### config.mk
export PLATFORM = sky130hd
export DESIGN_NAME = miet_core
export DESIGN_NICKNAME = d
export VERILOG_FILES = /design/src/design/miet_core.v /design/src/design/miet_phase.v
export VERILOG_INCLUDE_DIRS = /design/src /design/src/design
export SDC_FILE = /design/constraint.sdc
export NUM_CORES = 1
export LEC_CHECK = 0
export BUFFER_PORTS_ARGS = -buffer_cell sky130_fd_sc_hd__buf_2
export CORE_MARGIN = 5
export CORE_UTILIZATION = 50
export CTS_BUF_LIST = sky130_fd_sc_hd__clkbuf_4
export DETAILED_ROUTE_END_ITERATION = 8
export PLACE_DENSITY = 0.69
export SYNTH_ARGS = -nofsm -noshare
export SYNTH_HDL_FRONTEND = slang
export SYNTH_SLANG_ARGS = --single-unit
### constraint.sdc
create_clock -name mclk_i -period 5.3 [get_ports mclk_i]
set_input_delay 0.53 -clock mclk_i [delete_from_list [all_inputs] [get_ports mclk_i]]
set_output_delay 0.53 -clock mclk_i [all_outputs]
set_load 0.03 [all_outputs]
### src/design/miet_regs.vh
// constants for the instruction execution and timing core
`ifndef MIET_REGS_VH
`define MIET_REGS_VH
`define MIET_PHASES 4
`define MIET_PHASE_W 2
`define MIET_PHASE_LAST 2'h3
`define MIET_PC_RST 13'h0000
`define MIET_ACC_RST 8'h00
`define MIET_BYTE_MAX 9'h0ff
// operation codes on the decoded op port
`define MIET_OP_NOP 5'h00
`define MIET_OP_MOV_M2A 5'h01
`define MIET_OP_MOV_A2M 5'h02
`define MIET_OP_MOV_K2A 5'h03
`define MIET_OP_ADD 5'h04
`define MIET_OP_ADC 5'h05
`define MIET_OP_SUB 5'h06
`define MIET_OP_SBC 5'h07
`define MIET_OP_INC 5'h08
`define MIET_OP_DEC 5'h09
`define MIET_OP_AND 5'h0a
`define MIET_OP_OR 5'h0b
`define MIET_OP_XOR 5'h0c
`define MIET_OP_CPL 5'h0d
`define MIET_OP_RR 5'h0e
`define MIET_OP_RL 5'h0f
`define MIET_OP_RRC 5'h10
`define MIET_OP_RLC 5'h11
`define MIET_OP_BCLR 5'h12
`define MIET_OP_BSET 5'h13
`define MIET_OP_JMP 5'h14
`define MIET_OP_CALL 5'h15
`define MIET_OP_RET 5'h16
`define MIET_OP_INTERRUPT_RETURN_OP 5'h17
`define MIET_OP_TBLRD 5'h18
`define MIET_OP_SZ 5'h19
`define MIET_OP_SNZ 5'h1a
`define MIET_OP_SZB 5'h1b
`define MIET_OP_SNZB 5'h1c
`endif

### src/design/miet_core.v
// instruction execution and timing core
//
// Overview of operation
// [RQ1] ordinary instructions finish in one instruction cycle.
// [RQ2] each instruction cycle is four system clocks.
// [RQ3] jump, call, both returns and table read take two cycles.
// [RQ4] writing the program counter low byte jumps and costs one extra cycle.
// [RQ5] a skip costs one cycle, or two when taken.
// [RQ6] add flags carry above 255, subtract flags borrow below zero.
// [RQ7] increment and decrement change by one, result to memory or accumulator.
// [RQ8] and, or, xor and complement set zero flag on zero result, else clear it.
// [RQ9] rotates move one bit; through-carry forms swap the end bit with carry.
// [RQ10] call saves the next address and return resumes there.
// [RQ11] jump loads the target and saves nothing.
// [RQ12] conditional skips test a byte or a bit and skip the next instruction.
// [RQ13] bit set and clear change only the selected bit of the byte.
// [RQ14] moves go memory to accumulator, accumulator to memory, or constant in.
// [RQ15] interrupt return sets global enable, plain return leaves it.
// [RQ16] a two-bit phase counter marks each cycle start on wrap to zero.
// [RQ17] multi-cycle cases insert one dummy cycle flushing the fetched word.
`include "miet_regs.vh"
`default_nettype none
module miet_core #(
   parameter PC_W = 13,
   parameter STACK_DEPTH = 8
) (
   input wire mclk_i,
   input wire reset_i,
   input wire [4:0] op_i,
   input wire [7:0] mem_rdata_i,
   input wire [7:0] imm_i,
   input wire [2:0] bit_sel_i,
   input wire [PC_W-1:0] target_i,
   input wire to_acc_i,
   input wire dest_pcl_i,
   input wire irq_enable_clr_i,
   output wire [1:0] phase_o,
   output wire cycle_start_o,
   output wire fetch_o,
   output reg [PC_W-1:0] pc_o,
   output reg [7:0] acc_o,
   output reg [7:0] mem_wdata_o,
   output reg mem_we_o,
   output reg carry_o,
   output reg zero_o,
   output reg global_irq_enable_o,
   output reg tbl_rd_o,
   output wire dummy_o
);
   localparam ST_EXEC = 2'b01;
   localparam ST_DUMMY = 2'b10;
   localparam SP_W = 3;

   wire [1:0] phase;
   wire cycle_end;
   reg [1:0] state_r;
   reg [PC_W-1:0] stack_r [0:STACK_DEPTH-1];
   reg [SP_W-1:0] sp_r;

   // wide enough for carry and borrow out
   reg [8:0] sum;
   reg [7:0] res;
   reg [7:0] operand;
   reg wr_res, wr_c, wr_z, c_nxt, two_cyc, skip, to_mem;
   reg [PC_W-1:0] pc_nxt;
   reg [PC_W-1:0] pc_inc;

   miet_phase u_phase (
      .mclk_i(mclk_i),
      .reset_i(reset_i),
      .phase_o(phase),
      .cycle_end_o(cycle_end)
   );

   function [7:0] bit_mask;
      input [2:0] sel;
      begin
         bit_mask = 8'h01 << sel;
      end
   endfunction

   assign phase_o = phase;
   assign cycle_start_o = (phase == 2'h0); // [RQ16]
   assign fetch_o = cycle_end;
   assign dummy_o = (state_r == ST_DUMMY);

   always @* begin
      pc_inc = pc_o + {{(PC_W-1){1'b0}}, 1'b1};
      operand = mem_rdata_i;
      sum = 9'h000;
      res = 8'h00;
      wr_res = 1'b0;
      wr_c = 1'b0;
      wr_z = 1'b0;
      c_nxt = carry_o;
      two_cyc = 1'b0;
      skip = 1'b0;
      pc_nxt = pc_inc; // [RQ1]
      case (op_i)
         `MIET_OP_MOV_M2A: begin
            res = operand; wr_res = 1'b1; // [RQ14]
         end
         `MIET_OP_MOV_A2M: begin
            res = acc_o; wr_res = 1'b1; // [RQ14]
         end
         `MIET_OP_MOV_K2A: begin
            res = imm_i; wr_res = 1'b1; // [RQ14]
         end
         `MIET_OP_ADD, `MIET_OP_ADC: begin
            sum = {1'b0, acc_o} + {1'b0, operand}
               + {8'h00, (op_i == `MIET_OP_ADC) & carry_o};
            res = sum[7:0]; wr_res = 1'b1; wr_c = 1'b1; wr_z = 1'b1;
            c_nxt = (sum > `MIET_BYTE_MAX); // [RQ6]
         end
         `MIET_OP_SUB, `MIET_OP_SBC: begin
            // carry high means no borrow
            sum = {1'b0, acc_o} - {1'b0, operand}
               - {8'h00, (op_i == `MIET_OP_SBC) & ~carry_o};
            res = sum[7:0]; wr_res = 1'b1; wr_c = 1'b1; wr_z = 1'b1;
            c_nxt = ~sum[8]; // [RQ6]
         end
         `MIET_OP_INC: begin
            res = operand + 8'h01; wr_res = 1'b1; wr_z = 1'b1; // [RQ7]
         end
         `MIET_OP_DEC: begin
            res = operand - 8'h01; wr_res = 1'b1; wr_z = 1'b1; // [RQ7]
         end
         `MIET_OP_AND: begin
            res = acc_o & operand; wr_res = 1'b1; wr_z = 1'b1; // [RQ8]
         end
         `MIET_OP_OR: begin
            res = acc_o | operand; wr_res = 1'b1; wr_z = 1'b1; // [RQ8]
         end
         `MIET_OP_XOR: begin
            res = acc_o ^ operand; wr_res = 1'b1; wr_z = 1'b1; // [RQ8]
         end
         `MIET_OP_CPL: begin
            res = ~operand; wr_res = 1'b1; wr_z = 1'b1; // [RQ8]
         end
         `MIET_OP_RR: begin
            res = {operand[0], operand[7:1]}; wr_res = 1'b1; // [RQ9]
         end
         `MIET_OP_RL: begin
            res = {operand[6:0], operand[7]}; wr_res = 1'b1; // [RQ9]
         end
         `MIET_OP_RRC: begin
            res = {carry_o, operand[7:1]}; c_nxt = operand[0]; // [RQ9]
            wr_res = 1'b1; wr_c = 1'b1;
         end
         `MIET_OP_RLC: begin
            res = {operand[6:0], carry_o}; c_nxt = operand[7]; // [RQ9]
            wr_res = 1'b1; wr_c = 1'b1;
         end
         `MIET_OP_BCLR: begin
            res = operand & ~bit_mask(bit_sel_i); wr_res = 1'b1; // [RQ13]
         end
         `MIET_OP_BSET: begin
            res = operand | bit_mask(bit_sel_i); wr_res = 1'b1; // [RQ13]
         end
         `MIET_OP_JMP, `MIET_OP_CALL: begin
            pc_nxt = target_i; two_cyc = 1'b1; // [RQ3] [RQ11]
         end
         `MIET_OP_RET, `MIET_OP_INTERRUPT_RETURN_OP: begin
            pc_nxt = stack_r[sp_r - 3'h1]; two_cyc = 1'b1; // [RQ3] [RQ10]
         end
         `MIET_OP_TBLRD: begin
            two_cyc = 1'b1; // [RQ3]
         end
         `MIET_OP_SZ: skip = (operand == 8'h00); // [RQ12]
         `MIET_OP_SNZ: skip = (operand != 8'h00); // [RQ12]
         `MIET_OP_SZB: skip = ~operand[bit_sel_i]; // [RQ12]
         `MIET_OP_SNZB: skip = operand[bit_sel_i]; // [RQ12]
         default: begin
         end
      endcase
      if (skip) begin
         pc_nxt = pc_o + {{(PC_W-2){1'b0}}, 2'h2}; // [RQ5]
      end
      // moves and bit ops have a fixed destination, whatever to_acc_i says
      case (op_i)
         `MIET_OP_MOV_M2A, `MIET_OP_MOV_K2A: to_mem = 1'b0; // [RQ14]
         `MIET_OP_MOV_A2M, `MIET_OP_BCLR, `MIET_OP_BSET: to_mem = wr_res; // [RQ13] [RQ14]
         default: to_mem = wr_res && !to_acc_i; // [RQ7]
      endcase
      // a result sent to the low pc byte is a jump
      if (to_mem && dest_pcl_i) begin
         pc_nxt = {pc_o[PC_W-1:8], res}; // [RQ4]
         two_cyc = 1'b1;
      end
   end

   always @(posedge mclk_i) begin
      if (reset_i) begin
         state_r <= ST_EXEC;
         pc_o <= `MIET_PC_RST;
         acc_o <= `MIET_ACC_RST;
         mem_wdata_o <= 8'h00;
         mem_we_o <= 1'b0;
         carry_o <= 1'b0;
         zero_o <= 1'b0;
         global_irq_enable_o <= 1'b0;
         tbl_rd_o <= 1'b0;
         sp_r <= {SP_W{1'b0}};
      end else begin
         mem_we_o <= 1'b0;
         tbl_rd_o <= 1'b0;
         if (irq_enable_clr_i) begin
            global_irq_enable_o <= 1'b0;
         end
         if (cycle_end) begin // [RQ2]
            case (state_r)
               ST_EXEC: begin
                  pc_o <= pc_nxt;
                  if (to_mem) begin
                     mem_wdata_o <= res; // [RQ13]
                     mem_we_o <= 1'b1;
                  end else if (wr_res) begin
                     acc_o <= res; // [RQ7] [RQ14]
                  end
                  if (wr_c) carry_o <= c_nxt; // [RQ6] [RQ9]
                  if (wr_z) zero_o <= (res == 8'h00); // [RQ8]
                  if (op_i == `MIET_OP_CALL) begin
                     stack_r[sp_r] <= pc_inc; // [RQ10]
                     sp_r <= sp_r + 3'h1;
                  end
                  if (op_i == `MIET_OP_RET || op_i == `MIET_OP_INTERRUPT_RETURN_OP) begin
                     sp_r <= sp_r - 3'h1; // [RQ10]
                  end
                  if (op_i == `MIET_OP_INTERRUPT_RETURN_OP) begin
                     global_irq_enable_o <= 1'b1; // [RQ15]
                  end
                  if (op_i == `MIET_OP_TBLRD) tbl_rd_o <= 1'b1;
                  // fetched word is stale, burn one cycle
                  if (two_cyc || skip) state_r <= ST_DUMMY; // [RQ17] [RQ5]
               end
               ST_DUMMY: begin
                  state_r <= ST_EXEC; // [RQ17]
               end
               default: state_r <= ST_EXEC;
            endcase
         end
      end
   end
endmodule
`default_nettype wire

### src/design/miet_phase.v
// instruction cycle phase counter
`include "miet_regs.vh"
`default_nettype none
module miet_phase (
   input wire mclk_i,
   input wire reset_i,
   output wire [`MIET_PHASE_W-1:0] phase_o,
   output wire cycle_end_o
);
   reg [`MIET_PHASE_W-1:0] phase_r;
   always @(posedge mclk_i) begin
      if (reset_i) begin
         phase_r <= {`MIET_PHASE_W{1'b0}};
      end else begin
         phase_r <= phase_r + 2'h1; // [RQ16] [RQ2]
      end
   end
   assign phase_o = phase_r;
   assign cycle_end_o = (phase_r == `MIET_PHASE_LAST); // [RQ2]
endmodule
`default_nettype wire

==> impl_metrics.tcl <==
set metrics [dict create \
    place_inst 1121 \
    finalSetupViolations 0 \
    hold_class "in -> reg" \
    critPathLaunchType "primary input" \
    nets 992 \
    finalCriticalPeriod_ns 3.70 \
    syn_nets 929 \
    timing.critical_path.arrival_ns 4.19 \
    die_y_um 144 \
    grtUsageTotal_pct 25.8 \
    final_instance_count_without_filler_cells 1154 \
    post_drt_wl_per_cell_um 23.0 \
    worst_ep_required_time_ns 5.79 \
    netlist_instances 848 \
    cts-htree-levels 4 \
    postCtsHoldBufs 0 \
    layout-drive-gt1-share_pct 20.3 \
    cell_area_after_synthesis_mm2 0.00899 \
    drc_violations_left 0 \
    kind_of_end_point_of_the_critical_path "register" \
    utilization_pct 55.5 \
    grt_setup_unrepaired "false" \
    yosys_most_used_dff "edfxtp_1" \
    hold_viol_final 0 \
    grt_remaining_overflow 0 \
    peakVddDrop_mv 0.291 \
    outcome "complete, no violations" \
    synth.ff_latch_count 145 \
    die_footprint_mm2 0.0208 \
    synthesis.yosys.warnings 0 \
    cts_post_setup_buffers_inserted 0 \
    fmax_achieved_mhz 270 \
    port_buffers 80 \
    detail_route.first_pass.iterations 8 \
    core_area_mm2 0.0178 \
    tightest_slew_ns 0.897 \
    power_per_cell_area_mw_per_mm2 231 \
    synthArstFlopShare_pct 0 \
    drt_iter0_markers 923 \
    start_util_pct 50.4 \
    core.rowCount 49 \
    grt_antenna_before_repair 1 \
    avgViaCountPerCell 6.41 \
    drt.antenna.violating_nets 0 \
    synthToLayoutAreaGrowth_pct 9.99 \
    weighted_congestion_at_the_end_of_routability_driven_global_placement 1.01 \
    grt_pass1_wl_um 40800 \
    route.vias.total 7395 \
    final_setup_skew_ns 0.0166 \
    finalMaxSlewViolations 0 \
    worst-r2r-setup-slack_ns 1.78 \
    cts_made_buffers 17 \
    max-cap-violations 0 \
    max-clock-path-buffers 2 \
    timing.slew.headroom_pct 40.0 \
    clk-insertion-delay-late_ns 0.54 \
    dpl-instance-area_mm2 0.00960 \
    clock-root-buffer "clkbuf_4" \
    wirelength_um 26500 \
    die-width_um 144 \
    fin_total_pwr_mw 2.29 \
    place_hpwl_um 18900 \
    synth.avg_cell_area_um2 10.6 \
    path_class "in -> reg" \
    synth_sequential_area_ratio_pct 43.8 \
    p_leak_nw 3.65 \
    cts_resized 0 \
    cts.sink_count 145 \
    io_pins 81 \
    grt_max_degree 38 \
    min_period_over_period_pct 69.8 \
    cts.clk_slew.worst_paths_ns 0.14 \
    path_max_fanout 18 \
    finalInstanceArea_mm2 0.00989 \
    synth-edff-count 104 \
    grt_pass1_vias 6941 \
    synth_cell_types 86 \
    cts_tree "built" \
    setup-tns-final_ns 0 \
]
-- critical path, cell delays in order --
cell	delay [ns]
buf_2	0.34
or3b_2	0.51
nor2_1	0.50
fa_1	0.54
a22oi_1	0.17
o311ai_0	0.16
or4_4	0.50
or4_1	0.49
nor4bb_1	0.28
a31o_1	0.18
-- synthesized netlist by cell type (4+ instances only) --
cell | number | area share (%)
a21oi_1 | 34 | 1.9
a211oi_1 | 24 | 2.0
inv_1 | 37 | 1.5
nand4_1 | 10 | 0.70
nand4b_1 | 5 | 0.49
o21ai_0 | 30 | 1.7
xor2_1 | 12 | 1.2
buf_2 | 17 | 0.95
nand3b_1 | 4 | 0.33
dfxtp_1 | 41 | 9.1
mux2i_1 | 29 | 3.2
fa_1 | 5 | 1.1
clkbuf_1 | 28 | 1.2
nand3_1 | 23 | 1.3
a31oi_1 | 9 | 0.63
and2_1 | 7 | 0.49
mux2_2 | 5 | 0.63
a22oi_1 | 10 | 0.83
o21a_1 | 5 | 0.42
nor3b_1 | 12 | 1.0
or3_1 | 6 | 0.42
nor2b_1 | 12 | 0.83
a2111oi_0 | 4 | 0.39
nor3_1 | 23 | 1.3
nor2_1 | 77 | 3.2
buf_4 | 7 | 0.58
nand2b_1 | 12 | 0.83
xnor2_1 | 19 | 1.9
a21o_1 | 5 | 0.42
nor4_1 | 9 | 0.63
o221ai_1 | 4 | 0.39
a221o_1 | 4 | 0.45
edfxtp_1 | 104 | 35
o2111ai_1 | 4 | 0.39
o211ai_1 | 12 | 1.0
and3_1 | 9 | 0.63
nand2_1 | 47 | 2.0
ha_1 | 34 | 4.7
o22ai_1 | 4 | 0.28
a221oi_1 | 5 | 0.49
mux4_2 | 26 | 6.5
-- layout make-up --
class	instances	area (um^2)
sequential	145	3950
inverter	40	150
fill	1537	7950
tap	229	287
clock buffer	17	128
multi-input combinational	606	4660
clock inverter	15	166
timing repair buffer	101	558
antenna	1	2.50
-- placed cells by master (no fill, tap or decap), types with 17 or more instances in the layout --
master,count
o21ai_0,30
dfxtp_1,40
a211oi_1,24
mux4_2,26
nor2_1,77
buf_4,21
xnor2_1,19
buf_2,80
nand3_1,23
mux2i_1,29
a21oi_1,34
nand2_1,47
inv_1,37
nor3_1,21
clkbuf_4,17
ha_1,34
edfxtp_1,104
-- stage by stage --
| stage | hold WS, ns | setup slack, ns |
|---|---|---|
| after global placement | 0.442 | 1.16 |
| after detailed placement | 0.446 | 1.15 |
| after global routing | 0.264 | 1.46 |
| after CTS | 0.217 | 1.72 |
| final | 0.256 | 1.60 |
| after floorplan | 0.486 | 1.19 |
-- worst paths after layout --
| path | startpoint | endpoint | depth (start not counted) |
|---|---|---|---|
| worst max-delay path | op_i[0] | zero_o$_SDFFE_PP0P_ | 10 |
| worst min-delay path | irq_enable_clr_i | global_irq_enable_o$_SDFF_PP0_ | 3 |
| worst max register to register | acc_o[0]$_SDFFE_PP0P_ | zero_o$_SDFFE_PP0P_ | 10 |
| worst min register to register | u_phase.phase_o[0]$_SDFF_PP0_ | u_phase.phase_o[0]$_SDFF_PP0_ | 1 |
-- registers in the layout (all words and copies together) (netlist names) --
name	count
zero_o	1
pc_o	13
acc_o	8
tbl_rd_o	1
mem_we_o	1
mem_wdata_o	8
sp_r	3
stack_r	104
global_irq_enable_o	1
u_phase.phase_o	2
state_r	2
carry_o	1
-- kinds of logic (layout without fill, tap and decap cells) --
| family | Yosys count | in the layout | share of synthesized area (%) |
|---|---|---|---|
| fa+ha+maj | 39 | 39 | 5.84 |
| buf+inv | 97 | 173 | 4.74 |
| xor+xnor | 32 | 32 | 3.20 |
| simple gates | 278 | 278 | 16.3 |
| flops | 145 | 145 | 43.8 |
| other cells | 0 | 1 | 0 |
| mux | 60 | 60 | 10.4 |
| compound gates | 197 | 197 | 15.7 |
-- report_power, final --
group	switching, mW	internal (mW)	total, mW
clock	0.459	0.258	0.717
sequential	0.0129	1.21	1.23
combinational	0.223	0.119	0.342
-- metal layers --
| metal | GRT usage [%] | wire length (um) | vias to the layer above |
|---|---|---|---|
| met4 | 8.42 | 726 | 0 |
| met2 | 38.9 | 11900 | 440 |
| met3 | 4.73 | 2580 | 64 |
| li1 | - | - | 3383 |
| met5 | 0 | 0 | - |
| met1 | 37.7 | 11400 | 3508 |
No activity file was read; power rests on OpenSTA's default activity.
